`config.mk`:
```
export PLATFORM = sky130hd
export DESIGN_NAME = fspc_config_regs
export DESIGN_NICKNAME = d
export VERILOG_FILES = /design/src/pkg/fspc_pkg.sv /design/src/rtl/fspc_addr_path.sv /design/src/rtl/fspc_config_regs.sv
export SDC_FILE = /design/constraint.sdc
export NUM_CORES = 1
export LEC_CHECK = 0
export BUFFER_PORTS_ARGS = -buffer_cell sky130_fd_sc_hd__buf_4
export CAP_MARGIN = 10
export CORE_MARGIN = 8
export CORE_UTILIZATION = 53
export CTS_CLUSTER_SIZE = 14
export DETAILED_ROUTE_END_ITERATION = 16
export PLACE_DENSITY = 0.95
export SYNTH_ARGS = -nofsm -noshare
export SYNTH_HDL_FRONTEND = slang
export SYNTH_SLANG_ARGS = --single-unit
export TNS_END_PERCENT = 30
```
`constraint.sdc`:
```
create_clock -name core_clk -period 4.5 [get_ports core_clk]
set_input_delay 0.675 -clock core_clk [delete_from_list [all_inputs] [get_ports core_clk]]
set_output_delay 0.675 -clock core_clk [all_outputs]
set_load 0.005 [all_outputs]
```
`src/pkg/fspc_pkg.sv`:
```
// constants and types shared by the flash segment and protocol configuration logic
`default_nettype none

package fspc_pkg;

  // ----------------------------------------------------------------
  // command codes of the configuration register commands
  // ----------------------------------------------------------------
  localparam logic [7:0] CMD_WR_SEGMENT = 8'hA1;
  localparam logic [7:0] CMD_RD_SEGMENT = 8'hA2;
  localparam logic [7:0] CMD_WR_SETUP = 8'hA3;
  localparam logic [7:0] CMD_RD_SETUP = 8'hA4;

  // ----------------------------------------------------------------
  // segment_extension layout
  // ----------------------------------------------------------------
  localparam int SEG_SELECT_BIT = 0;
  localparam logic [7:0] SEG_WRITE_MASK = 8'h01;
  localparam logic [7:0] SEG_RESET = 8'h00;
  localparam int NV_SEG_DEFAULT_BIT = 1;

  // ----------------------------------------------------------------
  // enhanced_volatile_setup layout
  // ----------------------------------------------------------------
  localparam int QUAD_OFF_BIT = 7;
  localparam int DUAL_OFF_BIT = 6;
  localparam int SETUP_RSVD_BIT = 5;
  localparam int HOLD_EN_BIT = 4;
  localparam int VPP_OFF_BIT = 3;
  localparam int DRIVE_MSB = 2;
  localparam int DRIVE_LSB = 0;
  localparam logic [7:0] SETUP_WRITE_MASK = 8'hDF;
  localparam logic [7:0] SETUP_RESET = 8'hDF;

  // ----------------------------------------------------------------
  // drive strength codes and their impedance in ohms
  // ----------------------------------------------------------------
  localparam logic [2:0] DRIVE_90 = 3'h1;
  localparam logic [2:0] DRIVE_60 = 3'h2;
  localparam logic [2:0] DRIVE_45 = 3'h3;
  localparam logic [2:0] DRIVE_20 = 3'h5;
  localparam logic [2:0] DRIVE_15 = 3'h6;
  localparam logic [2:0] DRIVE_30 = 3'h7;

  // ----------------------------------------------------------------
  // array addressing
  // ----------------------------------------------------------------
  localparam int ARRAY_AW = 25;
  localparam int SEG_SPLIT_BIT = 24;

  typedef enum logic [1:0] {
    PROTO_EXTENDED = 2'b00,
    PROTO_DUAL = 2'b01,
    PROTO_QUAD = 2'b10
  } fspc_proto_t;

  typedef enum logic [1:0] {
    ACC_READ = 2'b00,
    ACC_PROGRAM = 2'b01,
    ACC_ERASE = 2'b10,
    ACC_BULK = 2'b11
  } fspc_access_t;

  typedef struct packed {
    logic [7:0] segExt;
    logic [7:0] evSetup;
    logic strapPending;
    logic [7:0] rdData;
    logic rdValid;
    logic flagAddrMode;
  } fspc_regs_t;

  typedef struct packed {
    logic [ARRAY_AW-1:0] arrayAddr;
    fspc_access_t kind;
    logic fourByte;
    logic wholeArray;
  } fspc_addr_t;

endpackage : fspc_pkg

`default_nettype wire

```
`src/rtl/fspc_addr_path.sv`:
```
// array address former and continuous-access address counter
`timescale 1ns/100ps
`default_nettype none

module fspc_addr_path (
  input wire logic core_clk,
  input wire logic rst_n,
  input wire logic accessStart,
  input wire fspc_pkg::fspc_access_t accessKind,
  input wire logic [31:0] accessAddr,
  input wire logic fourByteMode,
  input wire logic segSelect,
  input wire logic accessAdvance,
  output logic [fspc_pkg::ARRAY_AW-1:0] arrayAddr,
  output logic wholeArray
);

  fspc_pkg::fspc_addr_t st;
  fspc_pkg::fspc_addr_t next_st;

  // ----------------------------------------------------------------
  // address update
  // ----------------------------------------------------------------
  always_comb begin
    next_st = st;
    if (accessStart) begin
      next_st.kind = accessKind;
      next_st.fourByte = fourByteMode;
      next_st.wholeArray = (accessKind == fspc_pkg::ACC_BULK);
      if (accessKind == fspc_pkg::ACC_BULK) begin
        next_st.arrayAddr = '0;
      end else if (fourByteMode) begin
        next_st.arrayAddr = accessAddr[fspc_pkg::ARRAY_AW-1:0];
      end else begin
        next_st.arrayAddr = {segSelect, accessAddr[fspc_pkg::SEG_SPLIT_BIT-1:0]};
      end
    end else if (accessAdvance && !st.wholeArray) begin
      if (st.kind == fspc_pkg::ACC_READ || st.fourByte) begin
        // natural wrap through zero lets one read stream the whole array
        next_st.arrayAddr = st.arrayAddr + 25'h0000001;
      end else begin
        // 3-byte program and erase never step out of their segment
        next_st.arrayAddr[fspc_pkg::SEG_SPLIT_BIT-1:0] =
          st.arrayAddr[fspc_pkg::SEG_SPLIT_BIT-1:0] + 24'h000001;
      end
    end
  end

  always_ff @(posedge core_clk or negedge rst_n) begin
    if (!rst_n) begin
      st <= '{arrayAddr: '0, kind: fspc_pkg::ACC_READ, fourByte: 1'b0, wholeArray: 1'b0};
    end else begin
      st <= next_st;
    end
  end

  assign arrayAddr = st.arrayAddr;
  assign wholeArray = st.wholeArray;

  // ----------------------------------------------------------------
  // checks
  // ----------------------------------------------------------------
  a_three_byte_top: assert property (@(posedge core_clk) disable iff (!rst_n)
    accessStart && !fourByteMode && accessKind != fspc_pkg::ACC_BULK
    |=> arrayAddr[fspc_pkg::SEG_SPLIT_BIT] == $past(segSelect)
        && arrayAddr[23:0] == $past(accessAddr[23:0]))
    else $error("3-byte access did not take the segment bit");

  a_four_byte_addr: assert property (@(posedge core_clk) disable iff (!rst_n)
    accessStart && fourByteMode && accessKind != fspc_pkg::ACC_BULK
    |=> arrayAddr == $past(accessAddr[24:0]))
    else $error("4-byte access did not use its own address");

  a_bulk_whole: assert property (@(posedge core_clk) disable iff (!rst_n)
    accessStart && accessKind == fspc_pkg::ACC_BULK |=> wholeArray && arrayAddr == '0)
    else $error("bulk erase not applied to the whole array");

  a_read_wrap: assert property (@(posedge core_clk) disable iff (!rst_n)
    !accessStart && accessAdvance && !wholeArray && st.kind == fspc_pkg::ACC_READ && (&arrayAddr)
    |=> arrayAddr == '0)
    else $error("continuous read did not wrap to zero");

  a_prog_in_seg: assert property (@(posedge core_clk) disable iff (!rst_n)
    !accessStart && accessAdvance && st.kind != fspc_pkg::ACC_READ && !st.fourByte
    |=> $stable(arrayAddr[fspc_pkg::SEG_SPLIT_BIT]))
    else $error("program or erase left its segment");

endmodule : fspc_addr_path

`default_nettype wire

```
`src/rtl/fspc_config_regs.sv`:
```
// segment extension and enhanced volatile setup registers of the flash configuration logic
`timescale 1ns/100ps
`default_nettype none

// Notes on behaviour
// 3-byte accesses take top byte from segment register
// bit 0 picks lower or upper array half
// 3-byte program and erase stay in segment
// bulk erase clears both segments always
// continuous read wraps through zero across segments
// read crossing segments keeps segment bit unchanged
// segment bit loads from nonvolatile bit 1
// host rewrites segment bit; new value used after
// 4-byte mode ignores the segment register
// bit 7 low enables quad, default high
// bit 6 low enables dual, default high
// both low means quad wins over dual
// protocol changes only after the write completes
// setup commands accepted in every protocol
// bit 4 enables hold/reset, default enabled
// bit 3 low enables supply acceleration, default off
// bits 2:0 hold drive strength, default 111
// flag bit 0 reports 3- or 4-byte mode
// reserved bits read zero, writes ignored
module fspc_config_regs (
  input wire logic core_clk,
  input wire logic rst_n,
  input wire logic [7:0] nvConfig,
  input wire logic cmdStart,
  input wire logic cmdDone,
  input wire logic [7:0] cmdOpcode,
  input wire logic [7:0] cmdWrData,
  input wire logic fourByteMode,
  input wire logic accessStart,
  input wire fspc_pkg::fspc_access_t accessKind,
  input wire logic [31:0] accessAddr,
  input wire logic accessAdvance,
  output logic [7:0] rdData,
  output logic rdValid,
  output logic [fspc_pkg::ARRAY_AW-1:0] arrayAddr,
  output logic wholeArray,
  output logic segSelect,
  output fspc_pkg::fspc_proto_t activeProtocol,
  output logic holdResetEn,
  output logic vppAccelEn,
  output logic [2:0] driveCode,
  output logic [6:0] driveOhms,
  output logic driveReserved,
  output logic flagAddrMode
);

  // ----------------------------------------------------------------
  // helpers
  // ----------------------------------------------------------------
  function automatic fspc_pkg::fspc_proto_t proto_of(input logic [7:0] setup);
    fspc_pkg::fspc_proto_t p;
    p = fspc_pkg::PROTO_EXTENDED;
    if (!setup[fspc_pkg::QUAD_OFF_BIT]) begin
      p = fspc_pkg::PROTO_QUAD;
    end else if (!setup[fspc_pkg::DUAL_OFF_BIT]) begin
      p = fspc_pkg::PROTO_DUAL;
    end
    return p;
  endfunction : proto_of

  function automatic logic [6:0] ohms_of(input logic [2:0] code);
    logic [6:0] o;
    o = 7'h00;
    case (code)
      fspc_pkg::DRIVE_90: o = 7'h5A;
      fspc_pkg::DRIVE_60: o = 7'h3C;
      fspc_pkg::DRIVE_45: o = 7'h2D;
      fspc_pkg::DRIVE_20: o = 7'h14;
      fspc_pkg::DRIVE_15: o = 7'h0F;
      fspc_pkg::DRIVE_30: o = 7'h1E;
      default: o = 7'h00;
    endcase
    return o;
  endfunction : ohms_of

  fspc_pkg::fspc_regs_t st;
  fspc_pkg::fspc_regs_t next_st;
  logic wrSegment;
  logic wrSetup;
  logic rdSegment;
  logic rdSetup;

  // ----------------------------------------------------------------
  // command decode
  // ----------------------------------------------------------------
  // no protocol term here: the setup commands must stay reachable in every protocol
  always_comb begin
    wrSegment = 1'b0;
    wrSetup = 1'b0;
    rdSegment = 1'b0;
    rdSetup = 1'b0;
    if (cmdDone && cmdOpcode == fspc_pkg::CMD_WR_SEGMENT) begin
      wrSegment = 1'b1;
    end else if (cmdDone && cmdOpcode == fspc_pkg::CMD_WR_SETUP) begin
      wrSetup = 1'b1;
    end
    if (cmdStart && cmdOpcode == fspc_pkg::CMD_RD_SEGMENT) begin
      rdSegment = 1'b1;
    end else if (cmdStart && cmdOpcode == fspc_pkg::CMD_RD_SETUP) begin
      rdSetup = 1'b1;
    end
  end

  // ----------------------------------------------------------------
  // register update
  // ----------------------------------------------------------------
  always_comb begin
    next_st = st;
    next_st.rdValid = 1'b0;
    next_st.flagAddrMode = fourByteMode;
    if (st.strapPending) begin
      // strap is caught on the first edge after reset release, never under reset
      next_st.strapPending = 1'b0;
      next_st.segExt = {7'h00, nvConfig[fspc_pkg::NV_SEG_DEFAULT_BIT]};
    end else if (wrSegment) begin
      next_st.segExt = cmdWrData & fspc_pkg::SEG_WRITE_MASK;
    end
    if (wrSetup) begin
      // the whole value lands at command completion, so the protocol never switches mid-command
      next_st.evSetup = cmdWrData & fspc_pkg::SETUP_WRITE_MASK;
    end
    if (rdSegment) begin
      next_st.rdData = st.segExt & fspc_pkg::SEG_WRITE_MASK;
      next_st.rdValid = 1'b1;
    end else if (rdSetup) begin
      next_st.rdData = st.evSetup & fspc_pkg::SETUP_WRITE_MASK;
      next_st.rdValid = 1'b1;
    end
  end

  always_ff @(posedge core_clk or negedge rst_n) begin
    if (!rst_n) begin
      st <= '{segExt: fspc_pkg::SEG_RESET, evSetup: fspc_pkg::SETUP_RESET, strapPending: 1'b1,
              rdData: 8'h00, rdValid: 1'b0, flagAddrMode: 1'b0};
    end else begin
      st <= next_st;
    end
  end

  // ----------------------------------------------------------------
  // outputs
  // ----------------------------------------------------------------
  assign rdData = st.rdData;
  assign rdValid = st.rdValid;
  assign flagAddrMode = st.flagAddrMode;
  assign segSelect = st.segExt[fspc_pkg::SEG_SELECT_BIT];
  assign activeProtocol = proto_of(st.evSetup);
  assign holdResetEn = st.evSetup[fspc_pkg::HOLD_EN_BIT];
  assign vppAccelEn = !st.evSetup[fspc_pkg::VPP_OFF_BIT];
  assign driveCode = st.evSetup[fspc_pkg::DRIVE_MSB:fspc_pkg::DRIVE_LSB];
  assign driveOhms = ohms_of(driveCode);
  assign driveReserved = (ohms_of(driveCode) == 7'h00);

  // ----------------------------------------------------------------
  // address path
  // ----------------------------------------------------------------
  // the path only reads the segment bit, so a read crossing halves cannot alter it
  fspc_addr_path u_addr_path (
    .core_clk(core_clk),
    .rst_n(rst_n),
    .accessStart(accessStart),
    .accessKind(accessKind),
    .accessAddr(accessAddr),
    .fourByteMode(fourByteMode),
    .segSelect(segSelect),
    .accessAdvance(accessAdvance),
    .arrayAddr(arrayAddr),
    .wholeArray(wholeArray)
  );

  // ----------------------------------------------------------------
  // checks
  // ----------------------------------------------------------------
  a_strap_load: assert property (@(posedge core_clk) disable iff (!rst_n)
    st.strapPending |=> segSelect == $past(nvConfig[1]) && !st.strapPending)
    else $error("segment bit not loaded from nonvolatile bit 1");

  a_segment_write: assert property (@(posedge core_clk) disable iff (!rst_n)
    !st.strapPending && cmdDone && cmdOpcode == fspc_pkg::CMD_WR_SEGMENT
    |=> st.segExt == {7'h00, $past(cmdWrData[0])})
    else $error("segment write not applied");

  a_segment_stable: assert property (@(posedge core_clk) disable iff (!rst_n)
    !st.strapPending && !(cmdDone && cmdOpcode == fspc_pkg::CMD_WR_SEGMENT)
    |=> $stable(st.segExt))
    else $error("segment bit changed without a write");

  a_protocol_hold: assert property (@(posedge core_clk) disable iff (!rst_n)
    !(cmdDone && cmdOpcode == fspc_pkg::CMD_WR_SETUP) |=> $stable(activeProtocol))
    else $error("protocol changed without a completed setup write");

  a_quad_priority: assert property (@(posedge core_clk) disable iff (!rst_n)
    cmdDone && cmdOpcode == fspc_pkg::CMD_WR_SETUP && !cmdWrData[7]
    |=> activeProtocol == fspc_pkg::PROTO_QUAD
        ##1 (activeProtocol == fspc_pkg::PROTO_QUAD
             || $past(cmdDone && cmdOpcode == fspc_pkg::CMD_WR_SETUP)))
    else $error("quad not selected after clearing bit 7");

  a_dual_select: assert property (@(posedge core_clk) disable iff (!rst_n)
    cmdDone && cmdOpcode == fspc_pkg::CMD_WR_SETUP && cmdWrData[7] && !cmdWrData[6]
    |=> activeProtocol == fspc_pkg::PROTO_DUAL)
    else $error("dual not selected");

  a_setup_readback: assert property (@(posedge core_clk) disable iff (!rst_n)
    cmdStart && cmdOpcode == fspc_pkg::CMD_RD_SETUP
    |=> rdValid && rdData == ($past(st.evSetup) & 8'hDF) ##1 !rdValid || $past(cmdStart))
    else $error("setup read-back wrong");

  a_reserved_zero: assert property (@(posedge core_clk) disable iff (!rst_n)
    st.segExt[7:1] == 7'h00 && !st.evSetup[5])
    else $error("reserved bit set");

  a_setup_fields: assert property (@(posedge core_clk) disable iff (!rst_n)
    cmdDone && cmdOpcode == fspc_pkg::CMD_WR_SETUP
    |=> holdResetEn == $past(cmdWrData[4]) && vppAccelEn == !$past(cmdWrData[3])
        && driveCode == $past(cmdWrData[2:0]))
    else $error("setup fields not applied");

  a_flag_mode: assert property (@(posedge core_clk) disable iff (!rst_n)
    ##1 flagAddrMode == $past(fourByteMode))
    else $error("addressing flag does not follow mode");

endmodule : fspc_config_regs

`default_nettype wire

```
After elaboration in Yosys (flattened, before gate mapping)
Cells that the tools add are included.
{ "word_totals": {"input_bits": 65, "wordCells": 58, "register_bits": 48, "output_inout_bits": 52} }
{ "classes": {"n_reduce_logical": 15, "n_eq_ne": 11, "mux": 19, "n_addsub": 2} }
{ "ops": {"columns": ["op", "n"], "rows": [
  ["two-way mux 25 bit", 4],
  ["one-hot mux 7 bit (6 select lines)", 1],
  ["equality test 8 bit (second input constant)", 4],
  ["adder 25 x 1 -> 25 bit (second input constant)", 1],
  ["adder 24 x 1 -> 24 bit (second input constant)", 1],
  ["two-way mux 24 bit", 1],
  ["two-way mux 9 bit", 2],
  ["two-way mux 1 bit", 10],
  ["equality test 3 bit (second input constant)", 3],
  ["nonzero test 2 bit", 4],
  ["logical NOT 7 bit", 1],
  ["equality test 3 x 2 -> 1 bit (second input constant)", 2],
  ["logical AND 1 bit", 5],
  ["equality test 3 x 1 -> 1 bit (second input constant)", 1],
  ["equality test 2 bit (second input constant)", 1],
  ["logical NOT 1 bit", 2],
  ["logical NOT 2 bit", 1],
  ["two-way mux 2 bit", 1],
  ["AND reduction 2 bit", 1],
  ["logical OR 1 bit", 1]
]} }

Logic depth before layout (Yosys ltp)
{ "depth": {"word_depth": 6, "ltp_mapped": 6, "mapped_depth_nobuf": 5} }

Modules after synthesis
Synthesis repeated with hierarchy kept, for this count alone.
{ "unflattened": {"cells_unflattened": 343, "area_unflattened_um2": 3090.5} }
{ "modules_own_cells": {"columns": ["module", "area_per_inst_um2", "n_inst", "seq_area_each_um2", "cells_per_inst"], "rows": [
  ["fspc_addr_path", 2202.1, 1, 725.7, 265],
  ["fspc_config_regs", 888.4, 1, 460.4, 78]
]} }

Least setup slack after synthesis
OpenSTA, ideal clock, no wires.
{ "synth_path": {"kind": "input-to-reg", "startpoint": "input port accessAdvance", "endpoint": "register u_addr_path.st, in the netlist u_addr_path.arrayAddr[24]", "required_time_ps": 4431, "setup_slack_ps": 2579, "cell_stages": 5, "n_path_buf": 1, "setup_ps": 69, "arrival_ps": 1852, "path_cell_list": "nor2b_1 -> clkbuf_1 -> nand4_2 -> or4b_1 -> nand3_1"} }
{ "synth_between": {"elab_chain_len": 3} }
{ "synth_lines": {"columns": ["item", "line", "source"], "rows": [
  ["from (decl)", "fspc_config_regs.sv:37", "input wire logic accessAdvance,"],
  ["logical AND 1 bit", "fspc_addr_path.sv:37", "end else if (accessAdvance && !st.wholeArray) begin"],
  ["nonzero test 2 bit (no source line)", null, null],
  ["AND reduction 2 bit (no source line)", null, null],
  ["to (signal assigned)", "fspc_addr_path.sv:51", "st <= '{arrayAddr: '0, kind: fspc_pkg::ACC_READ, fourByte: 1'b0, wholeArray: 1'b0};"],
  ["to (signal assigned)", "fspc_addr_path.sv:53", "st <= next_st;"],
  ["to (decl)", "fspc_addr_path.sv:18", "fspc_pkg::fspc_addr_t st;"]
]} }
Every way passes these cells.
A chain may end at the register's enable or synchronous reset.

Worst setup path after layout
{ "layout_path": {"startpoint": "input port accessStart", "endpoint": "register u_addr_path.st, in the netlist u_addr_path.arrayAddr[23]"} }
{ "layout_between": {"elab_chain_len": 1, "word_cells_on_any_way": 2, "cone_classes": "mux: 1; reduce/logical: 1"} }
{ "layout_lines": {"columns": ["item", "line", "source"], "rows": [
  ["from (decl)", "fspc_config_regs.sv:34", "input wire logic accessStart,"],
  ["two-way mux 25 bit or nonzero test 2 bit (tied branches)", null, null]
]} }
Several ways; a longest one is shown, not always the timed one.

==> results.tsv <==
stage	metric	value	unit
run_status	status	complete, no violations	
clock_network	# H-tree levels	2	
yosys	Most used DFF post-synth	dfrtp_1	
sta	Hold Slack	390	ps
sta	Fin Clk Skew	12.3	ps
job	max cap viols	0	
global_route	vias in the first global route	2739	
die	Initial Util	54.4	%
critical_path	Critical Path Start	accessStart	
critical_path	Worst EP required	4670	ps
placement	pre-CTS WS	1770	ps
routing	DRC Markers	0	
die	die area	0.00823	sq mm
sta	final setup violation count	0	
die	row count	27	
die	I/O pins	117	
yosys	ys async rst share	100	%
critical_path	worst path arrival time	2610	ps
clock_network	Worst-Skew Late Latency	300	ps
die	Core Area	0.00544	sq mm
sta	Slew HR	24.9	%
yosys	Yosys reg bits	47	
global_route	total congestion overflow	0	
sta	PnR worst setup slack	2060	ps
clock_network	TritonCTS clock tree	built	
sta	final count of hold timing violations	0	
critical_path	crit end category	register	
critical_path	Reg2Reg Depth	5	
yosys	most numerous cell in the Yosys netlist	dfrtp_1	
layout	Layout Nets	460	
yosys	ranking of synthesized cells by area	dfrtp_1 (33%), buf_4 (9.1%), dfstp_2 (7.1%)	
power	worst vdd ir	0.139	mV
global_route	initial antenna violation count	0	
routing	DR vias/cell	5.90	
routing	Routed WL	7870	um
sta	Tmin final	2440	ps
clock_network	post-CTS sizing	0	
routing	routed vias	2748	
critical_path	Startpoint Class	input port	
critical_path	Crit Path Max Fanout	39	
yosys	top cells by count, synth	dfrtp_1 (39), buf_4 (36), nand2_1 (31)	
clock_network	Num Clock Sinks	47	
global_route	first-pass GRT wire length	13100	um
placement	I/O Buffers	100	
sta	Worst-Margin Slew	1120	ps
clock_network	clock buffer depth	2	
placement	dpl hpwl	5910	um
yosys	Cells after Synth	336	
sta	fin. max-slew vios	0	
sta	achievable frequency	410	MHz
routing	Final ANT Viol Nets	0	
clock_network	Reg clk slew, reported paths	90	ps
clock_network	setup bufs post-CTS	0	
layout	ratio of cells with drive above 1 in the final layout	32.7	%
die	DIE HEIGHT	90.7	um
layout	ant diodes	0	
layout	layout overhead on the synthesized area	20.4	%
critical_path	Setup crit end	u_addr_path.arrayAddr[23]$_DFFE_PN0P_	
clock_network	Clock Tree Root	clkbuf_8	
power	PD cells	287	mW/mm^2
yosys	synth unique cells	59	
sta	Setup TNS	0	ps
global_route	gr usage total	19.0	%
global_route	largest net degree at the start of global routing	48	
yosys	syn_area_per_cell	8.81	sq um
yosys	Synth area leader	dfrtp_1	
yosys	Yosys Warn Count	0	
layout	utilization after layout	65.5	%
yosys	post-synth design cell area	0.00296	sq mm
clock_network	cts hold-fix bufs	0	
yosys	EDFF count, synth	0	
clock_network	TritonCTS buffer count	5	
critical_path	r2r endpoint	u_addr_path.arrayAddr[24]$_DFFE_PN0P_	
routing	DR pass1 iterations	4	
sta	fin crit share	54.2	%
sta	RSZ-0062 raised after global routing	false	
critical_path	r2r setup slk	2380	ps
power	Power, Total	1.02	mW
critical_path	critical path class	input port to register	
routing	DR iter-0 viols	160	
routing	WL/cell	16.9	um
placement	RePlAce Congestion	0.834	
power	P_leak	1.58	nW
yosys	share of the synthesized area in the top cell type	33.0	%
critical_path	worst reg2reg startpoint	u_addr_path.arrayAddr[0]$_DFFE_PN0P_	
die	Die Wd	90.7	um
worst_hold_path	Hold Crit Class	input port to asynchronous set/reset pin	
yosys	sequential element share of the synthesized area	40.1	%
==> metrics by stage <==
| step | cells | cell area (sq um) |
|---|---|---|
| after CTS | 466 | 3560 |
| after detailed placement | 459 | 3490 |
| after floorplan | 337 | 2960 |
| after global placement | 459 | 3490 |
| final | 466 | 3560 |
| after global routing | 466 | 3560 |
==> worst min-delay path by stage <==
stage	end	cells past startpoint
after floorplan	flagAddrMode$_DFF_PN0_	0
after global placement	rdData[4]$_DFFE_PN0P_	1
after detailed placement	rdData[4]$_DFFE_PN0P_	1
after CTS	u_addr_path.arrayAddr[15]$_DFFE_PN0P_	1
after global routing	u_addr_path.arrayAddr[15]$_DFFE_PN0P_	1
final	u_addr_path.arrayAddr[14]$_DFFE_PN0P_	1
==> critical path, stage by stage <==
cell       delay [ps]
buf_4             320
a21boi_2          930
a2111oi_0         270
a2111oi_1         410
==> cell usage in the layout (no fill, tap or decap), types with 3 or more instances in the layout <==
cell / n
o21bai_1: 5
nand2b_1: 5
mux2_2: 7
dfstp_2: 8
o2bb2ai_1: 7
dfrtp_1: 39
buf_4: 102
o21ai_0: 18
nand3_1: 13
nand2_1: 31
or4_1: 3
nor4_1: 3
and4_1: 4
clkbuf_8: 5
a22o_1: 3
nor2_1: 26
a31oi_1: 12
o21a_1: 5
nor2b_1: 15
inv_1: 9
a21oi_1: 21
nand4_1: 10
==> cells by family after synthesis <==
logic type / after synthesis / share of synthesized area, %
AOI/OAI and AO/OA: 91 / 20.5
xor gates and xnor gates: 2 / 0.592
adders and majority gates: 1 / 0.423
buffers and inverters: 61 / 12.5
DFF: 47 / 40.1
muxes: 8 / 3.00
other: 1 / 0.127
and+or+nand+nor: 125 / 22.8
==> layout make-up <==
class	instances	area (sq um)
Clock buffer	7	76.3
Fill cell	436	1880
Inverter	9	33.8
Multi-Input combinational cell	229	1410
Sequential cell	47	1190
Tap cell	72	90.1
Timing Repair Buffer	102	766
==> where the power goes <==
group,internal [mW],leakage (nW),switching (mW)
Clock,0.107,0.0383,0.132
Combinational,0.148,0.980,0.114
Sequential,0.471,0.563,0.0487
Total,0.727,1.58,0.295
==> per-layer routing <==
| layer | share of wire [%] | GRT usage (%) | up-vias |
|---|---|---|---|
| met5 | 0 | 0 | - |
| met4 | 0.89 | 4.02 | 0 |
| met3 | 9.4 | 6.65 | 10 |
| met2 | 49 | 31.9 | 135 |
| met1 | 41 | 22.7 | 1304 |
| li1 | - | - | 1299 |
==> registers in the layout (all words and copies together), names as in the netlist <==
name	cells
u_addr_path.arrayAddr	25
rdData	7
st	4
driveCode	3
u_addr_path.st	3
flagAddrMode	1
holdResetEn	1
rdValid	1
segSelect	1
u_addr_path.wholeArray	1
No activity file was read; power rests on OpenSTA's default activity.
